[src/common/esc_pkg.sv]
package esc_pkg;

   // ---------------------------------------------------------------
   // register map
   // ---------------------------------------------------------------
   localparam int         ESC_ADDR_W     = 8;
   localparam int         ESC_DATA_W     = 8;
   localparam logic [7:0] OFS_SHAPE_KIND = 8'h1d;
   localparam logic [7:0] OFS_SHAPE_PARM = 8'h1e;
   localparam logic [7:0] OFS_SHAPE_SPAN = 8'h1f;
   localparam logic [7:0] OFS_RESID_848  = 8'h20;

   // ---------------------------------------------------------------
   // field positions and writable masks
   // ---------------------------------------------------------------
   localparam int         KIND_FALL_LSB  = 4;
   localparam int         KIND_RISE_LSB  = 0;
   localparam int         PARM_FALL_LSB  = 4;
   localparam int         PARM_RISE_LSB  = 0;
   localparam int         SPAN_SCALE_BIT = 7;
   localparam int         SPAN_CNT_LSB   = 0;
   localparam int         SPAN_CNT_W     = 5;
   localparam logic [7:0] PARM_WR_MASK   = 8'h77;
   localparam logic [7:0] SPAN_WR_MASK   = 8'h9f;

   // ---------------------------------------------------------------
   // values after reset
   // ---------------------------------------------------------------
   localparam logic [7:0] RST_SHAPE_KIND = 8'h11;
   localparam logic [7:0] RST_SHAPE_PARM = 8'h00;
   localparam logic [7:0] RST_SHAPE_SPAN = 8'h04;
   localparam logic [7:0] RST_RESID_848  = 8'h00;

   // ---------------------------------------------------------------
   // style codes and levels
   // ---------------------------------------------------------------
   localparam logic [3:0] STYLE_LIN1       = 4'h1;
   localparam logic [3:0] STYLE_LIN2       = 4'h2;
   localparam logic [3:0] STYLE_LIN3       = 4'h3;
   localparam logic [3:0] STYLE_LUT_FIXED  = 4'h4;
   localparam logic [3:0] STYLE_LUT_CORR   = 4'h5;
   localparam logic [3:0] STYLE_LUT_NOCORR = 4'h6;
   localparam logic [7:0] AMP_FULL         = 8'hff;

   typedef enum logic [1:0] {
      ST_HIGH = 2'b00,
      ST_FALL = 2'b01,
      ST_LOW  = 2'b10,
      ST_RISE = 2'b11
   } esc_phase_type;

   typedef struct packed {
      logic [7:0]            kind;
      logic [7:0]            parm;
      logic [7:0]            span;
      logic [7:0]            resid;
      logic [7:0]            rdata;
      logic [7:0]            sup_meta;
      logic [7:0]            sup_sync;
      esc_phase_type         phase;
      logic [SPAN_CNT_W-1:0] step;
      logic                  half;
      logic [7:0]            amp;
      logic                  busy;
      logic                  err;
   } esc_regs_type;

   function automatic logic esc_style_ok(input logic [3:0] code);
      return (code >= STYLE_LIN1) && (code <= STYLE_LUT_NOCORR);
   endfunction

endpackage

[src/hdl/esc_edge_shaper.sv]
// Our own choice: the strobed register port.
`timescale 1ns/1ps

module esc_edge_shaper
   import esc_pkg::*;
(
   // clock and reset
   input  wire logic                  clk_sys_i,
   input  wire logic                  sys_rst_i,
   // register port
   input  wire logic [ESC_ADDR_W-1:0] addr_i,
   input  wire logic [ESC_DATA_W-1:0] wdata_i,
   input  wire logic                  wr_i,
   input  wire logic                  rd_i,
   output logic      [ESC_DATA_W-1:0] rdata_o,
   // modulation request, high while carrier is to be reduced
   input  wire logic                  mod_i,
   // power amplifier supply level, asynchronous pin
   input  wire logic [7:0]            power_amplifier_supply_i,
   // carrier amplitude and status
   output logic      [7:0]            amp_o,
   output logic                       busy_o,
   output logic                       style_err_o
);

   import esc_pkg::*;

   // ---------------------------------------------------------------
   // state
   // ---------------------------------------------------------------
   esc_regs_type r_ff;
   esc_regs_type nxt_r;

   logic [3:0]            fall_style;
   logic [3:0]            rise_style;
   logic [3:0]            edge_style;
   logic [2:0]            edge_cfg;
   logic [SPAN_CNT_W-1:0] cnt;
   logic                  scale;
   logic                  tick;
   logic                  last;
   logic [SPAN_CNT_W-1:0] step_inc;
   logic [15:0]           prog_w;
   logic [7:0]            prog;
   logic [7:0]            weight;
   logic [15:0]           swing;
   logic [7:0]            delta;

   assign fall_style = r_ff.kind[KIND_FALL_LSB +: 4];
   assign rise_style = r_ff.kind[KIND_RISE_LSB +: 4];
   assign edge_style = (r_ff.phase == ST_RISE) ? rise_style : fall_style;
   assign edge_cfg   = (r_ff.phase == ST_RISE) ? r_ff.parm[PARM_RISE_LSB +: 3]
                                               : r_ff.parm[PARM_FALL_LSB +: 3];
   assign cnt        = r_ff.span[SPAN_CNT_LSB +: SPAN_CNT_W];
   assign scale      = r_ff.span[SPAN_SCALE_BIT];
   assign tick       = !scale || r_ff.half;
   assign step_inc   = r_ff.step + 5'h01;
   assign last       = (step_inc == cnt);

   // progress of the state about to be shown, 0..255 across the edge
   always_comb
   begin
      if (cnt == 5'h00)
         prog_w = 16'h0000;
      else
         prog_w = (16'(step_inc) * 16'h00ff) / 16'(cnt);
      prog = prog_w[7:0];
   end

   // ---------------------------------------------------------------
   // shaping curve
   // ---------------------------------------------------------------
   esc_shape_weight u_weight (
      .style_i  (edge_style),
      .cfg_i    (edge_cfg),
      .prog_i   (prog),
      .supply_i (r_ff.sup_sync),
      .weight_o (weight)
   );

   // linear scaling of the swing between full and residual
   assign swing = (16'(AMP_FULL - r_ff.resid) * 16'(weight)) >> 8;
   assign delta = swing[7:0];

   // ---------------------------------------------------------------
   // next state
   // ---------------------------------------------------------------
   always_comb
   begin
      nxt_r          = r_ff;
      nxt_r.sup_meta = power_amplifier_supply_i;
      nxt_r.sup_sync = r_ff.sup_meta;
      nxt_r.rdata    = 8'h00;

      if (rd_i)
      begin
         unique case (addr_i)
            OFS_SHAPE_KIND: nxt_r.rdata = r_ff.kind;
            OFS_SHAPE_PARM: nxt_r.rdata = r_ff.parm;
            OFS_SHAPE_SPAN: nxt_r.rdata = r_ff.span;
            OFS_RESID_848:  nxt_r.rdata = r_ff.resid;
            default:        nxt_r.rdata = 8'h00;
         endcase
      end

      if (wr_i)
      begin
         unique case (addr_i)
            OFS_SHAPE_KIND: nxt_r.kind  = wdata_i;
            OFS_SHAPE_PARM: nxt_r.parm  = wdata_i & PARM_WR_MASK;
            OFS_SHAPE_SPAN: nxt_r.span  = wdata_i & SPAN_WR_MASK;
            OFS_RESID_848:  nxt_r.resid = wdata_i;
            default:        nxt_r.resid = r_ff.resid;
         endcase
      end

      // an edge in progress always completes before the next one starts
      unique case (r_ff.phase)
         ST_HIGH:
         begin
            nxt_r.amp = AMP_FULL;
            if (mod_i)
            begin
               nxt_r.err = !esc_style_ok(fall_style);
               if (cnt == 5'h00 || !esc_style_ok(fall_style))
               begin
                  nxt_r.phase = ST_LOW;
                  nxt_r.amp   = r_ff.resid;
               end
               else
               begin
                  nxt_r.phase = ST_FALL;
                  nxt_r.step  = 5'h00;
                  nxt_r.half  = 1'b0;
                  nxt_r.busy  = 1'b1;
               end
            end
         end
         ST_FALL:
         begin
            nxt_r.half = scale ? !r_ff.half : 1'b0;
            if (tick)
            begin
               if (last)
               begin
                  nxt_r.phase = ST_LOW;
                  nxt_r.amp   = r_ff.resid;
                  nxt_r.busy  = 1'b0;
               end
               else
               begin
                  nxt_r.step = step_inc;
                  nxt_r.amp  = AMP_FULL - delta;
               end
            end
         end
         ST_LOW:
         begin
            nxt_r.amp = r_ff.resid;
            if (!mod_i)
            begin
               nxt_r.err = !esc_style_ok(rise_style);
               if (cnt == 5'h00 || !esc_style_ok(rise_style))
               begin
                  nxt_r.phase = ST_HIGH;
                  nxt_r.amp   = AMP_FULL;
               end
               else
               begin
                  nxt_r.phase = ST_RISE;
                  nxt_r.step  = 5'h00;
                  nxt_r.half  = 1'b0;
                  nxt_r.busy  = 1'b1;
               end
            end
         end
         ST_RISE:
         begin
            nxt_r.half = scale ? !r_ff.half : 1'b0;
            if (tick)
            begin
               if (last)
               begin
                  nxt_r.phase = ST_HIGH;
                  nxt_r.amp   = AMP_FULL;
                  nxt_r.busy  = 1'b0;
               end
               else
               begin
                  nxt_r.step = step_inc;
                  nxt_r.amp  = r_ff.resid + delta;
               end
            end
         end
      endcase
   end

   // ---------------------------------------------------------------
   // registers
   // ---------------------------------------------------------------
   always_ff @(posedge clk_sys_i or posedge sys_rst_i)
   begin
      if (sys_rst_i)
      begin
         r_ff.kind     <= RST_SHAPE_KIND;
         r_ff.parm     <= RST_SHAPE_PARM;
         r_ff.span     <= RST_SHAPE_SPAN;
         r_ff.resid    <= RST_RESID_848;
         r_ff.rdata    <= 8'h00;
         r_ff.sup_meta <= 8'h00;
         r_ff.sup_sync <= 8'h00;
         r_ff.phase    <= ST_HIGH;
         r_ff.step     <= 5'h00;
         r_ff.half     <= 1'b0;
         r_ff.amp      <= AMP_FULL;
         r_ff.busy     <= 1'b0;
         r_ff.err      <= 1'b0;
      end
      else
      begin
         r_ff <= nxt_r;
      end
   end

   assign rdata_o     = r_ff.rdata;
   assign amp_o       = r_ff.amp;
   assign busy_o      = r_ff.busy;
   assign style_err_o = r_ff.err;
endmodule // esc_edge_shaper

[src/hdl/esc_shape_weight.sv]
`timescale 1ns/1ps

module esc_shape_weight
   import esc_pkg::*;
(
   // selection
   input  wire logic [3:0] style_i,
   input  wire logic [2:0] cfg_i,
   // progress along the edge and supply level
   input  wire logic [7:0] prog_i,
   input  wire logic [7:0] supply_i,
   // shaped weight, 0 = start level, 255 = end level
   output logic      [7:0] weight_o
);

   // ---------------------------------------------------------------
   // four shaping tables, eight points each
   // ---------------------------------------------------------------
   localparam logic [3:0][7:0][7:0] SHAPE_LUT = '{
      '{8'hff, 8'hfe, 8'hf8, 8'he8, 8'hc0, 8'h80, 8'h40, 8'h10},
      '{8'hff, 8'hf0, 8'hd0, 8'ha0, 8'h70, 8'h40, 8'h20, 8'h08},
      '{8'hff, 8'hf6, 8'hd9, 8'hb0, 8'h80, 8'h50, 8'h27, 8'h0a},
      '{8'hff, 8'he0, 8'hc0, 8'ha0, 8'h80, 8'h60, 8'h40, 8'h20}
   };

   logic [15:0] knee;
   logic [15:0] tmp;
   logic [7:0]  base;

   always_comb
   begin
      knee     = 16'h0080 + {9'h000, cfg_i, 4'h0};
      tmp      = 16'h0000;
      base     = SHAPE_LUT[cfg_i[1:0]][prog_i[7:5]];
      weight_o = prog_i;
      unique case (style_i)
         STYLE_LIN1:       weight_o = prog_i;
         STYLE_LIN2:
         begin
            // time constant moves the knee at mid edge
            if (prog_i < 8'h80)
               tmp = (16'(prog_i) * knee) >> 7;
            else
               tmp = knee + (((16'(prog_i) - 16'h0080) * (16'h00ff - knee)) >> 7);
            weight_o = tmp[7:0];
         end
         STYLE_LIN3:
         begin
            if (prog_i < 8'h40)
               tmp = 16'(prog_i) >> 1;
            else if (prog_i < 8'hc0)
               tmp = 16'h0020 + (((16'(prog_i) - 16'h0040) * 16'h0003) >> 1);
            else
               tmp = 16'h00e0 + ((16'(prog_i) - 16'h00c0) >> 1);
            weight_o = tmp[7:0];
         end
         STYLE_LUT_FIXED:  weight_o = base;
         STYLE_LUT_CORR:
         begin
            // low supply pulls the weight up so the swing is not lost
            tmp      = 16'(base) + ((16'(8'hff - base) * 16'(8'hff - supply_i)) >> 8);
            weight_o = tmp[7:0];
         end
         STYLE_LUT_NOCORR:
         begin
            tmp      = (16'(base) * 16'(supply_i)) >> 8;
            weight_o = tmp[7:0];
         end
         default:          weight_o = prog_i;
      endcase
   end

endmodule // esc_shape_weight
[config.mk]
export PLATFORM = sky130hd
export DESIGN_NAME = esc_edge_shaper
export DESIGN_NICKNAME = d
export VERILOG_FILES = /design/src/common/esc_pkg.sv /design/src/hdl/esc_edge_shaper.sv /design/src/hdl/esc_shape_weight.sv
export SDC_FILE = /design/constraint.sdc
export NUM_CORES = 1
export LEC_CHECK = 0
export ABC_CLOCK_PERIOD_IN_PS = 62200
export BUFFER_PORTS_ARGS = -buffer_cell sky130_fd_sc_hd__buf_2
export CAP_MARGIN = 10
export CORE_MARGIN = 8
export CORE_UTILIZATION = 34
export CTS_CLUSTER_DIAMETER = 60
export DETAILED_ROUTE_END_ITERATION = 12
export PLACE_DENSITY_LB_ADDON = 0.08
export SLEW_MARGIN = 20
export SYNTH_ARGS = -nofsm -noshare
export SYNTH_HDL_FRONTEND = slang
export SYNTH_HIERARCHICAL = 1
export SYNTH_SLANG_ARGS = --single-unit
export TNS_END_PERCENT = 100
[constraint.sdc]
create_clock -name clk_sys_i -period 62.2 [get_ports clk_sys_i]
set_clock_uncertainty 0.05 [all_clocks]
set_input_delay 12.44 -clock clk_sys_i [delete_from_list [all_inputs] [get_ports clk_sys_i]]
set_output_delay 12.44 -clock clk_sys_i [all_outputs]
set_load 0.02 [all_outputs]
Word-level counts from Yosys, hierarchy flattened

Index checks and enable logic that the tools add are counted.

Bits in registers: 70
Bits in latches: 0
RAM bits: 0
ROM bits: 0
Input port bits: 29
Memories: 0

$add $sub $neg: 15
$mul: 7
Div/mod/pow operators: 1
$lt $le $gt $ge: 9
Equality and inequality tests: 21
Shift operators: 0
Multiplexer cells: 36
Bitwise operators: 0
Reductions and logical operators: 21

Operators with widths:

| cell                                                                | number |
|---|---|
| 64-bit binary-select mux with 2-bit select                          | 1 |
| 8-bit 2-to-1 mux                                                    | 10 |
| 17-bit one-hot mux with 4 select lines                              | 1 |
| 64-bit 2-to-1 mux                                                   | 1 |
| 8-bit one-hot mux with 5 select lines                               | 1 |
| 18-bit 2-to-1 mux                                                   | 2 |
| 8-bit one-hot mux with 4 select lines                               | 1 |
| 8-bit by 8-bit subtractor with 9-bit output, first input constant   | 3 |
| 8-bit adder                                                         | 3 |
| 8-bit binary-select mux with 3-bit select                           | 1 |
| 8-bit by 5-bit == test with 1-bit output, second input constant     | 3 |
| 9-bit 2-to-1 mux                                                    | 2 |
| 8-bit by 8-bit subtractor with 9-bit output, second input constant  | 2 |
| 13-bit by 5-bit divider with 16-bit output                          | 1 |
| 8-bit less-than comparator, second input constant                   | 2 |
| 16-bit by 16-bit multiplier with 15-bit output                      | 1 |
| 16-bit by 16-bit multiplier with 16-bit output                      | 1 |
| 16-bit by 2-bit multiplier with 9-bit output, second input constant | 1 |
| 8-bit by 8-bit multiplier with 16-bit output                        | 1 |
| 9-bit by 9-bit multiplier with 16-bit output                        | 1 |
| 2-bit != test, second input constant                                | 8 |
| 8-bit by 9-bit multiplier with 15-bit output                        | 1 |
| 7-bit 2-to-1 mux                                                    | 2 |
| 5-bit by 8-bit multiplier with 13-bit output, second input constant | 1 |
| other kinds (35)                                                    | 59 |

Longest topological paths before layout

Word-level depth: 15
Gate-level depth with buffers: 214
Depth with buffers taken out: 209

Cells and area by module

The synthesis kept the hierarchy.

Modules (own cells, without submodules):

| module           | times used | cells each | area an instance (um^2) | sequential area each (um^2) |
|---|---|---|---|---|
| esc_edge_shaper  | 1          | 1367       | 11383.4                 | 1765.4 |
| esc_shape_weight | 1          | 958        | 7940.1                  | 0.0 |

Least setup slack after synthesis

No wires, ideal clock.

Path kind: register to register
Start: reg r_ff[11] (netlist name)
End: reg r_ff, in the netlist amp_o[7]
Setup time: 92 ps
Arrival: 41581 ps
Setup slack: 20476 ps
Cell stages (with the launch flop): 202
Period minus slack after synthesis: 41724 ps
Cells stage by stage: dfrtp_1 > ha_1 > nand3_1 > xnor2_1 > fa_1 > fa_1 > fa_1 > ha_1 > nand2_1 > o31ai_2 > o22a_2 > xnor2_1 > inv_1 > or3_1 > a211oi_1 > ha_1 > o21ai_0 > a21o_1 > [... 166 more ...] > ha_1 > a21o_1 > a21oi_1 > nor2b_1 > o21a_1 > o21a_1 > o21a_1 > o21a_1 > o21a_1 > o21a_1 > nor2_1 > ha_1 > a21oi_1 > xor2_1 > xnor2_1 > a21oi_1 > o22ai_1 > a21oi_1

Cells in the longest elaborated chain, start to end: 15

Ends and longest elaborated chain:

| item                                                   | RTL line                                       | text |
|---|---|---|
| from (decl)                                            | esc_edge_shaper.sv:31                          | `esc_regs_type r_ff;` |
| from (signal assigned)                                 | esc_edge_shaper.sv:221                         | `r_ff <= nxt_r;` |
| 5-bit by 1-bit adder with 5-bit output (*)             | esc_edge_shaper.sv:57                          | `assign step_inc = r_ff.step + 5'h01;` |
| 5-bit by 8-bit multiplier with 13-bit output (*)       | esc_edge_shaper.sv:66                          | `prog_w = (16'(step_inc) * 16'h00ff) / 16'(cnt);` |
| 13-bit by 5-bit divider with 16-bit output (*)         | esc_edge_shaper.sv:66                          |  |
| 8-bit 2-to-1 mux (*)                                   | esc_edge_shaper.sv:63                          | `if (cnt == 5'h00)` |
| named net prog_w[0]                                    | esc_edge_shaper.sv:43                          | `logic [15:0] prog_w;` |
| 8-bit by 7-bit subtractor with 9-bit output            | esc_shape_weight.sv:52                         | `tmp = 16'h0020 + (((16'(prog_i) - 16'h0040) * 16'h0003) >> 1);` |
| 16-bit by 2-bit multiplier with 9-bit output           | esc_shape_weight.sv:52                         |  |
| 6-bit by 8-bit adder with 8-bit output                 | esc_shape_weight.sv:52                         |  |
| 8-bit 2-to-1 mux                                       | esc_shape_weight.sv:51                         | `else if (prog_i < 8'hc0)` |
| 8-bit 2-to-1 mux                                       | esc_shape_weight.sv:49                         | `if (prog_i < 8'h40)` |
| 8-bit one-hot mux with 5 select lines (*)              | esc_shape_weight.sv:36                         | `unique case (style_i)` |
| named net weight[5]                                    | esc_edge_shaper.sv:45                          | `logic [7:0] weight;` |
| 9-bit by 9-bit multiplier with 16-bit output (*)       | esc_edge_shaper.sv:82                          | `assign swing = (16'(AMP_FULL - r_ff.resid) * 16'(weight)) >> 8;` |
| 8-bit adder / 8-bit subtractor (equally long branches) | esc_edge_shaper.sv:191, esc_edge_shaper.sv:153 |  |
| 8-bit 2-to-1 mux (on tied branches)                    | esc_edge_shaper.sv:182, esc_edge_shaper.sv:144 |  |
| 9-bit 2-to-1 mux (on tied branches)                    | esc_edge_shaper.sv:180, esc_edge_shaper.sv:142 |  |
| 17-bit one-hot mux with 4 select lines (*)             | esc_edge_shaper.sv:118                         | `unique case (r_ff.phase)` |

Mark *: on every way through the listed nets, which the timed path passes. The rest lies on a longest branch. The select of a mux whose other input is x is not followed.
A chain may end at the register's enable or synchronous reset.

Worst setup path after layout

Ends and elaborated chain as after synthesis.

==> metrics.yaml <==
grt_max_degree: 71
htree_num_levels: 3
nFillCells: 5891
ant_nets: 0
reg2reg_depth: 194
start_util_pct: 34.3
clkTransAtPathRegs_ns: 0.08
synth_compound_area_share_pct: 17.3
yosysSeqAreaShare_pct: 9.14
worst_path_most_repeated_cell: "o21a_1"
cts.sinks: 70
dieArea_um2: 64700
critPathKind: "reg -> reg"
timing.rr.start: "r_ff[11]"
cts-resized-gates: 0
finalSetupViolCount: 0
crit_path_start_kind: "flop"
cp_slowest_cell: "a211oi_2"
worst_pin_slew_ns: 1.24
clk_path_buf_depth: 2
fin_tns_setup_ns: 0
grt_pass1_vias: 16449
antenna_found_initial: 0
drtIter0Drc: 936
cts_tree: "yes"
cts_buffers: 9
synth_top_family_by_area: "adder cells"
io_pins: 47
io_buffers: 46
crit_end: "amp_o[7]"
r2r-end: "amp_o[7]"
root_buffer: "clkbuf_16"
clkLatencyLatePin_ns: 0.35
holdBufCountCts: 0
grt_pass1_wl_um: 89000
slew_violations: 0
maxCapViolations: 0
synth_edf_count: 0
worstPathRequired_ns: 62.40
fp.dieH_um: 254
finalHoldViolations: 0
async_flop_share_pct: 100
period_share_pct: 77.9
grtUsageTotal_pct: 16.9
min_path_cells: 0
run_status: "completed"
ys_seq_elements: 70
yosys.area_share.simple_pct: 21.1
synth.cell_area_um2: 19300
syn_avg_cell_area_um2: 8.31
rows: 87
worstPathArrival_ns: 48.64
period_needed_ns: 48.44
firstDrtPassIters: 5
wire_per_inst_um: 17.8
dieWidth_um: 254
crit_fanout: 11
hold_class: "reg -> reg"
drive_above_1_share_pct: 10.2
synth-xor-area-share_pct: 4.58
endpoint_kind: "flop"
post-dp-hpwl_um: 43700
drt-total-wl_um: 54900
reg2reg_slack_ns: 13.76
gp_congestion: 0.826
ys_warn_count: 6
finalNetCount: 2820
grt_overflow: 0
synthFlopType: "dfrtp_1"
drc_errors: 0
critical-path-max-stage-delay_ns: 0.76
crit_path_start: "r_ff[11]"
synth_cells: 2325
synth_mux_area_share_pct: 4.17
yosys.area.top_type: "ha_1"
synth.area.top_cells: "ha_1 (20%), fa_1 (16%), dfrtp_1 (7.6%)"
post-cts-setup-buffers: 0
yosys.area_share.adder_pct: 36.3
synth_top_area_share_pct: 19.8
slew_headroom_pct: 16.7
area.growth.synth_to_final_pct: 6.49
via_per_inst: 5.29
rsz0062_at_grt: "no"
max_freq_mhz: 20.6
vias: 16349
core-area_um2: 56300
ys_types: 110
[registers in the layout, summed over array words and instances, names as in the netlist]
name,count
r_ff,35
amp_o,8
nxt_r,8
rdata_o,8
cnt,5
fall_style,4
busy_o,1
style_err_o,1
[cell usage after synthesis, drive strengths merged, types with 55 or more instances]
cell type  number
dfrtp          59
o21a           56
nor3           75
fa            159
o21ai          72
mux2           57
nor2b          58
ha            306
nand2         163
nor2          220
a21oi         118
inv           276
xnor2          66
nand2b         55
[worst min-delay path by stage]
| stage | slack (ns) | from | endpoint |
|---|---|---|---|
| final | 0.30 | nxt_r[23] | r_ff[23] |
| after global routing | 0.31 | nxt_r[23] | r_ff[23] |
| after CTS | 0.30 | nxt_r[23] | r_ff[23] |
| after detailed placement | 0.29 | nxt_r[23] | r_ff[23] |
| after global placement | 0.28 | nxt_r[23] | r_ff[23] |
| after floorplan | 0.28 | nxt_r[18] | r_ff[18] |
[stage by stage]
stage | std cells | instance area [um2] | hold slack, ns | setup WS (ns) | utilization [%]
floorplan | 2326 | 19300 | 0.281 | 20.48 | -
global placement | 3071 | 20300 | 0.284 | 15.42 | 36.0
detailed placement | 3071 | 20300 | 0.287 | 13.93 | 36.0
CTS | 3087 | 20600 | 0.301 | 13.76 | 36.6
global route | 3087 | 20600 | 0.305 | 9.15 | 36.6
finish | 3088 | 20600 | 0.299 | 13.76 | 36.6
[cell usage in the layout, fill, tap and decap left out, types with 22 or more instances in the layout]
cell type | Yosys | final
mux2_2 | 56 | 56
nand2_1 | 162 | 162
dfrtp_1 | 59 | 59
a21o_1 | 32 | 32
nand2b_1 | 55 | 55
a21oi_1 | 113 | 112
buf_2 | 3 | 46
nor2_1 | 216 | 213
inv_1 | 276 | 275
or2_2 | 31 | 31
o21ai_0 | 66 | 66
nor2b_1 | 58 | 58
o21a_1 | 56 | 56
and2_1 | 48 | 48
nand3_1 | 29 | 29
ha_1 | 306 | 306
xnor2_1 | 66 | 66
fa_1 | 159 | 159
nor3_1 | 75 | 74
xor2_1 | 35 | 35
and3_1 | 22 | 22
[per-layer routing]
metal	up-vias	GRT usage, %	part of all wire, %	wire length, um
li1	8046	-	-	-
met1	7937	24.8	51	27900
met2	325	27.0	44	24200
met3	41	1.55	3.7	2050
met4	0	3.14	1.4	784
met5	-	0	0	0
[cell families (layout without fill, tap and decap cells)]
kind of cell / count (synthesis) / count (layout)
compound gates: 468 / 468
xor+xnor: 101 / 101
fa+ha+maj: 465 / 465
buf+inv: 355 / 360
flops: 70 / 70
mux: 73 / 73
other cells: 1 / 3
simple gates: 792 / 792
[layout make-up]
cell class | instances | area [um2] | share of cell area [%]
clock buffer | 9 | 225 | 1.09
timing repair buffer | 66 | 380 | 1.85
inverter | 278 | 1040 | 5.08
sequential | 70 | 1770 | 8.58
clock inverter | 7 | 76.3 | 0.371
tap | 756 | 946 | 4.60
antenna | 1 | 2.50 | 0.0122
multi-input combinational | 1901 | 16100 | 78.4
[worst max-delay path, delay by kind of cell, from the launching register on]
kind | cells | cell delay [ns]
AOI/OAI and AO/OA | 93 | 20.76
and+or+nand+nor | 52 | 12.37
adders and majority gates | 33 | 12.03
xor gates and xnor gates | 5 | 1.44
DFF | 1 | 0.63
muxes | 2 | 0.55
buffers and inverters | 9 | 0.51
Power is not shown: default switching activity piles up to over one toggle a cycle in this logic, so the estimate is an artifact.
